**config.mk**
```make
export PLATFORM = sky130hd
export DESIGN_NAME = dsd_decoder
export DESIGN_NICKNAME = d
export VERILOG_FILES = /design/src/dsd_pkg.sv /design/src/dsd_decoder.sv /design/src/dsd_window_base.sv
export SDC_FILE = /design/constraint.sdc
export NUM_CORES = 1
export LEC_CHECK = 0
export ABC_AREA = 1
export BUFFER_PORTS_ARGS = -buffer_cell sky130_fd_sc_hd__buf_2
export CAP_MARGIN = 20
export CORE_ASPECT_RATIO = 2
export CORE_MARGIN = 2
export CORE_UTILIZATION = 52
export CTS_CLUSTER_DIAMETER = 80
export DETAILED_ROUTE_END_ITERATION = 8
export HOLD_SLACK_MARGIN = 0.1
export PLACE_DENSITY_LB_ADDON = 0.15
export REMOVE_ABC_BUFFERS = 1
export SLEW_MARGIN = 20
export SYNTH_ARGS = -nofsm -noshare
export SYNTH_HDL_FRONTEND = slang
export SYNTH_HIERARCHICAL = 1
export SYNTH_SLANG_ARGS = --single-unit
export TNS_END_PERCENT = 5
```
**constraint.sdc**
```tcl
create_clock -name CLK -period 2.95 [get_ports CLK]
set_input_delay 0.1475 -clock CLK [delete_from_list [all_inputs] [get_ports CLK]]
set_output_delay 0.1475 -clock CLK [all_outputs]
set_load 0.005 [all_outputs]
```
**src/dsd_pkg.sv**
```systemverilog
// Purpose: constants for the data-space decoder and program-memory read window
// Assumes: 8-bit data space, 12-bit program memory address, one core clock
// Notes: slot codes name the peripheral register slots seen on PERI_SLOT
package dsd_pkg;

  // data-space regions
  localparam logic [7:0] BANK_LAST = 8'h3F;
  localparam logic [7:0] WIN_FIRST = 8'h40;
  localparam logic [7:0] WIN_LAST = 8'h7F;
  localparam logic [7:0] CORE_IDX_FIRST = 8'h80;
  localparam logic [7:0] CORE_RAM_LAST = 8'hBF;
  localparam logic [7:0] ACC_ADDR = 8'hFF;

  // register addresses
  localparam logic [7:0] PA_DATA_ADDR = 8'hC0;
  localparam logic [7:0] PB_DATA_ADDR = 8'hC1;
  localparam logic [7:0] PC_DATA_ADDR = 8'hC2;
  localparam logic [7:0] PA_DIR_ADDR = 8'hC4;
  localparam logic [7:0] PB_DIR_ADDR = 8'hC5;
  localparam logic [7:0] PC_DIR_ADDR = 8'hC6;
  localparam logic [7:0] IRQ_OPT_ADDR = 8'hC8;
  localparam logic [7:0] ROM_WINDOW_BASE_ADDR = 8'hC9;
  localparam logic [7:0] PA_OPT_ADDR = 8'hCC;
  localparam logic [7:0] PB_OPT_ADDR = 8'hCD;
  localparam logic [7:0] PC_OPT_ADDR = 8'hCE;
  localparam logic [7:0] ADC_RESULT_ADDR = 8'hD0;
  localparam logic [7:0] ADC_CTRL_ADDR = 8'hD1;
  localparam logic [7:0] TMR_PRESC_ADDR = 8'hD2;
  localparam logic [7:0] TMR_COUNT_ADDR = 8'hD3;
  localparam logic [7:0] TMR_STAT_ADDR = 8'hD4;
  localparam logic [7:0] ART_MODE_ADDR = 8'hD5;
  localparam logic [7:0] ART_STAT1_ADDR = 8'hD6;
  localparam logic [7:0] ART_STAT2_ADDR = 8'hD7;
  localparam logic [7:0] ART_RELOAD_ADDR = 8'hD9;
  localparam logic [7:0] ART_COMPARE_ADDR = 8'hDA;
  localparam logic [7:0] ART_LOAD_ADDR = 8'hDB;
  localparam logic [7:0] OSC_CTRL_ADDR = 8'hDC;
  localparam logic [7:0] SER_DATA_ADDR = 8'hE0;
  localparam logic [7:0] SER_DIV_ADDR = 8'hE1;
  localparam logic [7:0] SER_MODE_ADDR = 8'hE2;
  localparam logic [7:0] BANK_PAGE_SELECT_ADDR = 8'hE8;
  localparam logic [7:0] NVM_CONTROL_ADDR = 8'hEA;

  // window base field
  localparam int WIN_POS_LSB = 0;
  localparam int WIN_POS_W = 6;
  localparam int WIN_OFS_W = 6;
  localparam int PM_ADDR_W = 12;
  localparam logic [11:0] PM_FIRST = 12'h000;
  localparam logic [11:0] PM_LAST_DEF = 12'hFFF;
  localparam logic [7:0] READ_FILL = 8'h00;

  // read latency in cycles from request to CPU_RVALID
  localparam int RD_LATENCY = 3;

  // peripheral slot codes, zero means no slot
  typedef enum logic [4:0] {
    SLOT_NONE = 5'h00, SLOT_PA_DATA = 5'h01, SLOT_PB_DATA = 5'h02, SLOT_PC_DATA = 5'h03,
    SLOT_PA_DIR = 5'h04, SLOT_PB_DIR = 5'h05, SLOT_PC_DIR = 5'h06, SLOT_IRQ_OPT = 5'h07,
    SLOT_PA_OPT = 5'h08, SLOT_PB_OPT = 5'h09, SLOT_PC_OPT = 5'h0A, SLOT_ADC_RES = 5'h0B,
    SLOT_ADC_CTL = 5'h0C, SLOT_TMR_PSC = 5'h0D, SLOT_TMR_CNT = 5'h0E, SLOT_TMR_STA = 5'h0F,
    SLOT_ART_MOD = 5'h10, SLOT_ART_SC1 = 5'h11, SLOT_ART_SC2 = 5'h12, SLOT_ART_RLD = 5'h13,
    SLOT_ART_CMP = 5'h14, SLOT_ART_LD = 5'h15, SLOT_OSC_CTL = 5'h16, SLOT_SER_DAT = 5'h17,
    SLOT_SER_DIV = 5'h18, SLOT_SER_MOD = 5'h19, SLOT_BANK_SEL = 5'h1A, SLOT_NVM_CTL = 5'h1B
  } dsd_slot_t;

  // where an access goes
  typedef enum logic [2:0] {
    TGT_NONE = 3'h0, TGT_BANK = 3'h1, TGT_ROM = 3'h2, TGT_CORE = 3'h3, TGT_PERI = 3'h4, TGT_WBASE = 3'h5
  } dsd_target_t;

  // fsm states, one-hot
  typedef enum logic [2:0] {
    ST_IDLE = 3'b001, ST_ISSUE = 3'b010, ST_CAPT = 3'b100
  } dsd_state_t;

endpackage : dsd_pkg

```
**src/dsd_decoder.sv**
```systemverilog
// Purpose: data-space address decoder with the program-memory read window
// Assumes: CPU and all targets on CLK; targets answer reads one cycle after their strobe
// Notes: one access in flight; CPU_BUSY holds off the next request
//
// What this block does
// - window reads 40h-7Fh come from program memory
// - window reaches program memory 000h to FFFh
// - base register write moves window 64 bytes
// - address is base then low six bits
// - base at C9h, bits 5-0 used
// - base register is not reset
// - port data registers at C0h-C2h
// - port direction registers at C4h-C6h
// - port option registers at CCh-CEh
// - converter result D0h, control D1h
// - timer prescaler, counter, status at D2h-D4h
// - reload timer mode D5h, status D6h-D7h
// - reload timer reload, compare, load D9h-DBh
// - serial data E0h, divider E1h, mode E2h
// - bank select E8h, memory control EAh
// - oscillator control at DCh
// - 00h-3Fh go to selected bank page
`timescale 1ns/1ns
`default_nettype none
module dsd_decoder
  import dsd_pkg::*;
#(
  parameter bit HAS_NVM = 1'b1,
  parameter logic [11:0] PM_LAST = PM_LAST_DEF
) (
  input wire logic CLK,
  input wire logic RST,
  input wire logic [7:0] CPU_ADDR,
  input wire logic [7:0] CPU_WDATA,
  input wire logic CPU_RD,
  input wire logic CPU_WR,
  output logic CPU_BUSY,
  output logic [7:0] CPU_RDATA,
  output logic CPU_RVALID,
  output logic [11:0] PM_ADDR,
  output logic PM_RD,
  input wire logic [7:0] PM_RDATA,
  output logic [5:0] BANK_ADDR,
  output logic BANK_RD,
  output logic BANK_WR,
  input wire logic [7:0] BANK_RDATA,
  output logic [7:0] CORE_ADDR,
  output logic CORE_RD,
  output logic CORE_WR,
  input wire logic [7:0] CORE_RDATA,
  output logic [4:0] PERI_SLOT,
  output logic PERI_RD,
  output logic PERI_WR,
  input wire logic [7:0] PERI_RDATA,
  output logic [7:0] DS_WDATA
);

  dsd_state_t state, next_state;
  dsd_target_t tgt, next_tgt;
  dsd_slot_t slot, next_slot;
  logic req_wr, next_req_wr;
  logic req_rd, next_req_rd;
  logic pm_ok, next_pm_ok;
  logic [7:0] req_addr, next_req_addr;
  logic [7:0] wdata, next_wdata;
  logic [11:0] pm_addr, next_pm_addr;
  logic [7:0] rdata, next_rdata;
  logic rvalid, next_rvalid;
  logic [WIN_POS_W-1:0] win_base;
  logic wb_we;
  logic take;
  dsd_target_t dec_tgt;
  dsd_slot_t dec_slot;

  // peripheral slot lookup; the memory-control slot vanishes on the part without it
  always_comb begin
    case (CPU_ADDR)
      PA_DATA_ADDR: dec_slot = SLOT_PA_DATA;
      PB_DATA_ADDR: dec_slot = SLOT_PB_DATA;
      PC_DATA_ADDR: dec_slot = SLOT_PC_DATA;
      PA_DIR_ADDR: dec_slot = SLOT_PA_DIR;
      PB_DIR_ADDR: dec_slot = SLOT_PB_DIR;
      PC_DIR_ADDR: dec_slot = SLOT_PC_DIR;
      IRQ_OPT_ADDR: dec_slot = SLOT_IRQ_OPT;
      PA_OPT_ADDR: dec_slot = SLOT_PA_OPT;
      PB_OPT_ADDR: dec_slot = SLOT_PB_OPT;
      PC_OPT_ADDR: dec_slot = SLOT_PC_OPT;
      ADC_RESULT_ADDR: dec_slot = SLOT_ADC_RES;
      ADC_CTRL_ADDR: dec_slot = SLOT_ADC_CTL;
      TMR_PRESC_ADDR: dec_slot = SLOT_TMR_PSC;
      TMR_COUNT_ADDR: dec_slot = SLOT_TMR_CNT;
      TMR_STAT_ADDR: dec_slot = SLOT_TMR_STA;
      ART_MODE_ADDR: dec_slot = SLOT_ART_MOD;
      ART_STAT1_ADDR: dec_slot = SLOT_ART_SC1;
      ART_STAT2_ADDR: dec_slot = SLOT_ART_SC2;
      ART_RELOAD_ADDR: dec_slot = SLOT_ART_RLD;
      ART_COMPARE_ADDR: dec_slot = SLOT_ART_CMP;
      ART_LOAD_ADDR: dec_slot = SLOT_ART_LD;
      OSC_CTRL_ADDR: dec_slot = SLOT_OSC_CTL;
      SER_DATA_ADDR: dec_slot = SLOT_SER_DAT;
      SER_DIV_ADDR: dec_slot = SLOT_SER_DIV;
      SER_MODE_ADDR: dec_slot = SLOT_SER_MOD;
      BANK_PAGE_SELECT_ADDR: dec_slot = SLOT_BANK_SEL;
      NVM_CONTROL_ADDR: dec_slot = HAS_NVM ? SLOT_NVM_CTL : SLOT_NONE;
      default: dec_slot = SLOT_NONE;
    endcase
  end

  // region decode
  always_comb begin
    if (CPU_ADDR <= BANK_LAST) begin
      dec_tgt = TGT_BANK;
    end else if (CPU_ADDR <= WIN_LAST) begin
      dec_tgt = TGT_ROM;
    end else if (CPU_ADDR <= CORE_RAM_LAST || CPU_ADDR == ACC_ADDR) begin
      dec_tgt = TGT_CORE;
    end else if (CPU_ADDR == ROM_WINDOW_BASE_ADDR) begin
      dec_tgt = TGT_WBASE;
    end else if (dec_slot != SLOT_NONE) begin
      dec_tgt = TGT_PERI;
    end else begin
      dec_tgt = TGT_NONE;
    end
  end

  // a request is taken only while idle; write wins if both strobes are high
  assign take = (state == ST_IDLE) && (CPU_RD || CPU_WR);
  assign CPU_BUSY = (state != ST_IDLE);

  // request capture and sequencing
  always_comb begin
    next_state = state;
    next_tgt = tgt;
    next_slot = slot;
    next_req_wr = req_wr;
    next_req_rd = req_rd;
    next_req_addr = req_addr;
    next_wdata = wdata;
    next_pm_addr = pm_addr;
    next_pm_ok = pm_ok;
    case (state)
      ST_IDLE: begin
        if (take) begin
          next_state = ST_ISSUE;
          next_tgt = dec_tgt;
          next_slot = dec_slot;
          next_req_wr = CPU_WR;
          next_req_rd = CPU_RD && !CPU_WR;
          next_req_addr = CPU_ADDR;
          next_wdata = CPU_WDATA;
          next_pm_addr = {win_base, CPU_ADDR[WIN_OFS_W-1:0]};
          next_pm_ok = ({win_base, CPU_ADDR[WIN_OFS_W-1:0]} <= PM_LAST);
        end
      end
      ST_ISSUE: begin
        next_state = req_rd ? ST_CAPT : ST_IDLE;
      end
      ST_CAPT: begin
        next_state = ST_IDLE;
      end
      default: begin
        next_state = ST_IDLE;
      end
    endcase
  end

  // request registers; reset clears every one of them, not only the fsm
  always_ff @(posedge CLK) begin
    if (RST) begin
      state <= ST_IDLE;
      tgt <= TGT_NONE;
      slot <= SLOT_NONE;
      req_wr <= 1'b0;
      req_rd <= 1'b0;
      req_addr <= 8'h00;
      wdata <= 8'h00;
      pm_addr <= 12'h000;
      pm_ok <= 1'b0;
    end else begin
      state <= next_state;
      tgt <= next_tgt;
      slot <= next_slot;
      req_wr <= next_req_wr;
      req_rd <= next_req_rd;
      req_addr <= next_req_addr;
      wdata <= next_wdata;
      pm_addr <= next_pm_addr;
      pm_ok <= next_pm_ok;
    end
  end

  // target strobes; program memory is never written through the window
  assign PM_RD = (state == ST_ISSUE) && req_rd && (tgt == TGT_ROM) && pm_ok;
  assign BANK_RD = (state == ST_ISSUE) && req_rd && (tgt == TGT_BANK);
  assign BANK_WR = (state == ST_ISSUE) && req_wr && (tgt == TGT_BANK);
  assign CORE_RD = (state == ST_ISSUE) && req_rd && (tgt == TGT_CORE);
  assign CORE_WR = (state == ST_ISSUE) && req_wr && (tgt == TGT_CORE);
  // write-only slots never see a read strobe, a read there returns the fill value
  assign PERI_RD = (state == ST_ISSUE) && req_rd && (tgt == TGT_PERI)
                   && (slot != SLOT_IRQ_OPT) && (slot != SLOT_BANK_SEL);
  assign PERI_WR = (state == ST_ISSUE) && req_wr && (tgt == TGT_PERI);
  assign wb_we = (state == ST_ISSUE) && req_wr && (tgt == TGT_WBASE);
  assign PM_ADDR = pm_addr;
  assign BANK_ADDR = req_addr[5:0];
  assign CORE_ADDR = req_addr;
  assign PERI_SLOT = slot;
  assign DS_WDATA = wdata;

  // the base register itself
  dsd_window_base u_wbase (
    .clk(CLK),
    .we(wb_we),
    .wdata(wdata),
    .base(win_base)
  );

  // read return: data is picked from the target one cycle after its strobe
  always_comb begin
    next_rdata = rdata;
    next_rvalid = 1'b0;
    if (state == ST_CAPT) begin
      next_rvalid = 1'b1;
      case (tgt)
        TGT_ROM: next_rdata = pm_ok ? PM_RDATA : READ_FILL;
        TGT_BANK: next_rdata = BANK_RDATA;
        TGT_CORE: next_rdata = CORE_RDATA;
        TGT_PERI: next_rdata = ((slot == SLOT_IRQ_OPT) || (slot == SLOT_BANK_SEL)) ? READ_FILL : PERI_RDATA;
        default: next_rdata = READ_FILL;
      endcase
    end
  end

  always_ff @(posedge CLK) begin
    if (RST) begin
      rdata <= 8'h00;
      rvalid <= 1'b0;
    end else begin
      rdata <= next_rdata;
      rvalid <= next_rvalid;
    end
  end

  assign CPU_RDATA = rdata;
  assign CPU_RVALID = rvalid;
endmodule // dsd_decoder
`default_nettype wire

```
**src/dsd_window_base.sv**
```systemverilog
// Purpose: write-only program-memory window base register
// Assumes: write enable comes from the decoder on the same clock
// Notes: deliberately has no reset, the contents are unknown until written
`timescale 1ns/1ns
`default_nettype none
module dsd_window_base
  import dsd_pkg::*;
(
  input wire logic clk,
  input wire logic we,
  input wire logic [7:0] wdata,
  output logic [WIN_POS_W-1:0] base
);

  logic [WIN_POS_W-1:0] next_base;

  // only bits 5..0 are kept, the two upper data bits are dropped
  always_comb begin
    next_base = base;
    if (we) begin
      next_base = wdata[WIN_POS_LSB +: WIN_POS_W];
    end
  end

  // no reset term: software has to load it before the first window read
  always_ff @(posedge clk) begin
    base <= next_base;
  end

endmodule // dsd_window_base
`default_nettype wire
```
==> flow_summary.yaml <==
run_status:
  outcome: "finished, final reports clean"
die:
  floorplan.initialDensity_pct: 54.2
  num_rows: 36
  boundaryPins: 108
  chipHeight_um: 105
  die_area_um2: 5740
  coreArea_um2: 4910
  die_w_um: 54.6
placement:
  hpwl_um: 5550
  dp.cells: 512
  finalWeightedCongestion: 0.905
  numPortBuffers: 107
  place_area_um2: 3120
clock_tree:
  post_cts_buffers: 0
  cts_hold_buf: 6
  clock_path_buffers: 2
  clock_latency_ps: 300
  htreeDepth: 2
  cts_buffers: 5
  postCtsResizedCells: 0
  cts_sinks: 51
  cts_tree: "yes"
  path_clk_slew_ps: 90
  root_buffer: "clkbuf_8"
setup_path:
  setup.worst_path.start_class: "flop"
  critPathKind: "flop to output port"
  cp.required_ps: 2800
  cpMaxStageDelayCell: "dfxtp_1"
  cp_num_buf_inv: 2
  crit_chain: "nor3_4, inv_1, nor3b_1, buf_2"
  worstPathArrival_ps: 1770
  critical-path-top-delay-family: "simple AND/OR/NAND/NOR gates"
  crit_path_max_fanout: 22
  cp-end-kind: "output port"
  slowest_delay_ps: 550
finish:
  nFillCells: 471
  fin_nets: 520
  area_delta_synth_final_pct: 23.8
  layout-drive-gt1-share_pct: 31.1
  finalInstanceArea_um2: 3300
  antenna_cells: 0
  final_cells: 526
job:
  cap_violations: 0
detailed_routing:
  postRouteWirelength_um: 7280
  vias: 2771
  drc: 0
  ant_nets: 0
  vias_per_cell: 5.27
  wl_per_cell_um: 13.8
  drtIter0Drc: 61
  drt_first_pass_iters: 5
grt:
  overflow: 0
  antenna_found_initial: 0
  grt_pass1_vias: 2648
  grt_usage_pct: 26.1
  grt_pass1_wl_um: 11300
  grt_max_degree: 38
logic_synthesis:
  yosysUniqueCellTypes: 34
  netlist_area_um2: 2660
  synth_seq_cells: 51
  synth_area_per_cell_um2: 7.15
  yosysWarnings: 6
  syn_inst: 372
  synth.top_cell.area_share_pct: 33.9
  synth.largest_area_cell: "dfxtp_1"
  synthTopCellsByArea: "dfxtp_1 34%, nand2_1 10%, nor2_1 7.5%"
  synth_seq_area_share_pct: 40.6
sta:
  maxSlewViolCount: 0
  slew_headroom_pct: 51.8
  fin_worst_skew_ps: 5.94
  finalCritPeriodShare_pct: 64.9
  hold_viol: 0
  period_needed_ps: 1910
  tightest_slew_ps: 722
  max_freq_mhz: 523
  setup_tns_ps: 0
  setup_violations: 0
  rsz0062_at_grt: "no"
min_path:
  worstHoldPathType: "input pin to flop"
power_and_ir_drop:
  p_per_area_nw_per_um2: 490
  p_leak_nw: 1.64
  vdd_drop_max_v: 0.000504
==> through the flow <==
stage | hold slack, ps | util [%] | setup slack [ps] | total power, mW
detailed placement | 408 | 63.6 | 1150 | 1.14
floorplan | 210 | - | 1480 | 0.983
CTS | 100 | 67.1 | 1030 | 1.63
global placement | 397 | 63.6 | 1240 | 1.13
global route | 100 | 67.1 | 908 | 1.70
finish | 104 | 67.1 | 1040 | 1.61
==> per-layer routing <==
layer  up-vias  wire [µm]  global-route usage [%]
met5         -          0                       0
met4         0        255                    12.1
met3        19        439                    3.43
met2       123       4050                    50.0
met1      1211       2530                    24.3
li1       1418          -                       -
==> layout by cell type, fill, tap and decap left out, types with 3 or more instances in the layout <==
master,Yosys,layout
nor3_1,4,4
nor2_1,53,53
clkbuf_8,0,5
nor2_2,7,7
buf_2,1,107
nand2_1,72,72
o21ai_0,26,26
nand3_1,24,24
nand4_1,26,26
a21oi_1,23,23
nor2_4,3,3
nand2_2,4,4
inv_1,28,28
dlygate4sd3_1,0,6
edfxtp_1,6,6
dfxtp_1,45,45
inv_2,6,6
==> area by class of cell <==
type | instances | area, µm² | area share, %
inverters | 35 | 134 | 4.06
well taps | 57 | 71.3 | 2.16
clock buffers | 5 | 68.8 | 2.09
clock inverters | 3 | 42.5 | 1.29
repair buffers | 115 | 611 | 18.5
multi-input cells | 260 | 1290 | 39.1
flip-flops and latches | 51 | 1080 | 32.8
==> sequential cells by signal, indices dropped and copies added (netlist names) <==
| name | count |
|---|---|
| state | 3 |
| PM_ADDR | 6 |
| req_rd | 1 |
| CORE_ADDR | 8 |
| u_wbase/base | 6 |
| pm_ok | 1 |
| tgt | 3 |
| CPU_RDATA | 8 |
| DS_WDATA | 8 |
| CPU_RVALID | 1 |
| req_wr | 1 |
| PERI_SLOT | 5 |
==> worst min-delay path, cell delays in order <==
cell and delay, ps:
buf_2 70, o21ai_0 70, nor2_1 80
==> final timing paths <==
kind | cells after the start | slack (ps) | startpoint | to
setup / recovery | 4 | 1040 | tgt[0]$_SDFFE_PP0P_ | PERI_RD
hold / removal | 3 | 100 | CPU_WDATA[6] | DS_WDATA[6]$_SDFFE_PP0P_
setup reg to reg | 8 | 1080 | tgt[1]$_SDFFE_PP0P_ | CPU_RDATA[5]$_SDFFE_PP0P_
hold reg to reg | 0 | 460 | DS_WDATA[0]$_SDFFE_PP0P_ | u_wbase/base[0]$_DFFE_PP_
==> report_power, final <==
group / leakage (nW) / internal (mW) / switching (mW)
Sequential: 0.425 / 0.757 / 0.0485
Combinational: 1.15 / 0.135 / 0.188
Clock: 0.0562 / 0.253 / 0.232
==> cells by family after synthesis <==
logic type	share of synthesized area, %
buffers and inverters	11.0
flip-flops	40.6
AND/OR/NAND/NOR	36.4
AO/OA/AOI/OAI	11.9
==> Yosys cell counts (all sizes together) <==
cell    number
nand2       77
nor2        63
dfxtp       45
inv         35
o21ai       27
nand4       26
nand3       25
a21oi       24
buf         16
clkbuf      10
nor3         8
edfxtp       6
o211ai       2
o22ai        2
a211oi       1
a31oi        1
a41oi        1
nand3b       1
nor3b        1
nor4         1
(Power assumes the default switching activity.)
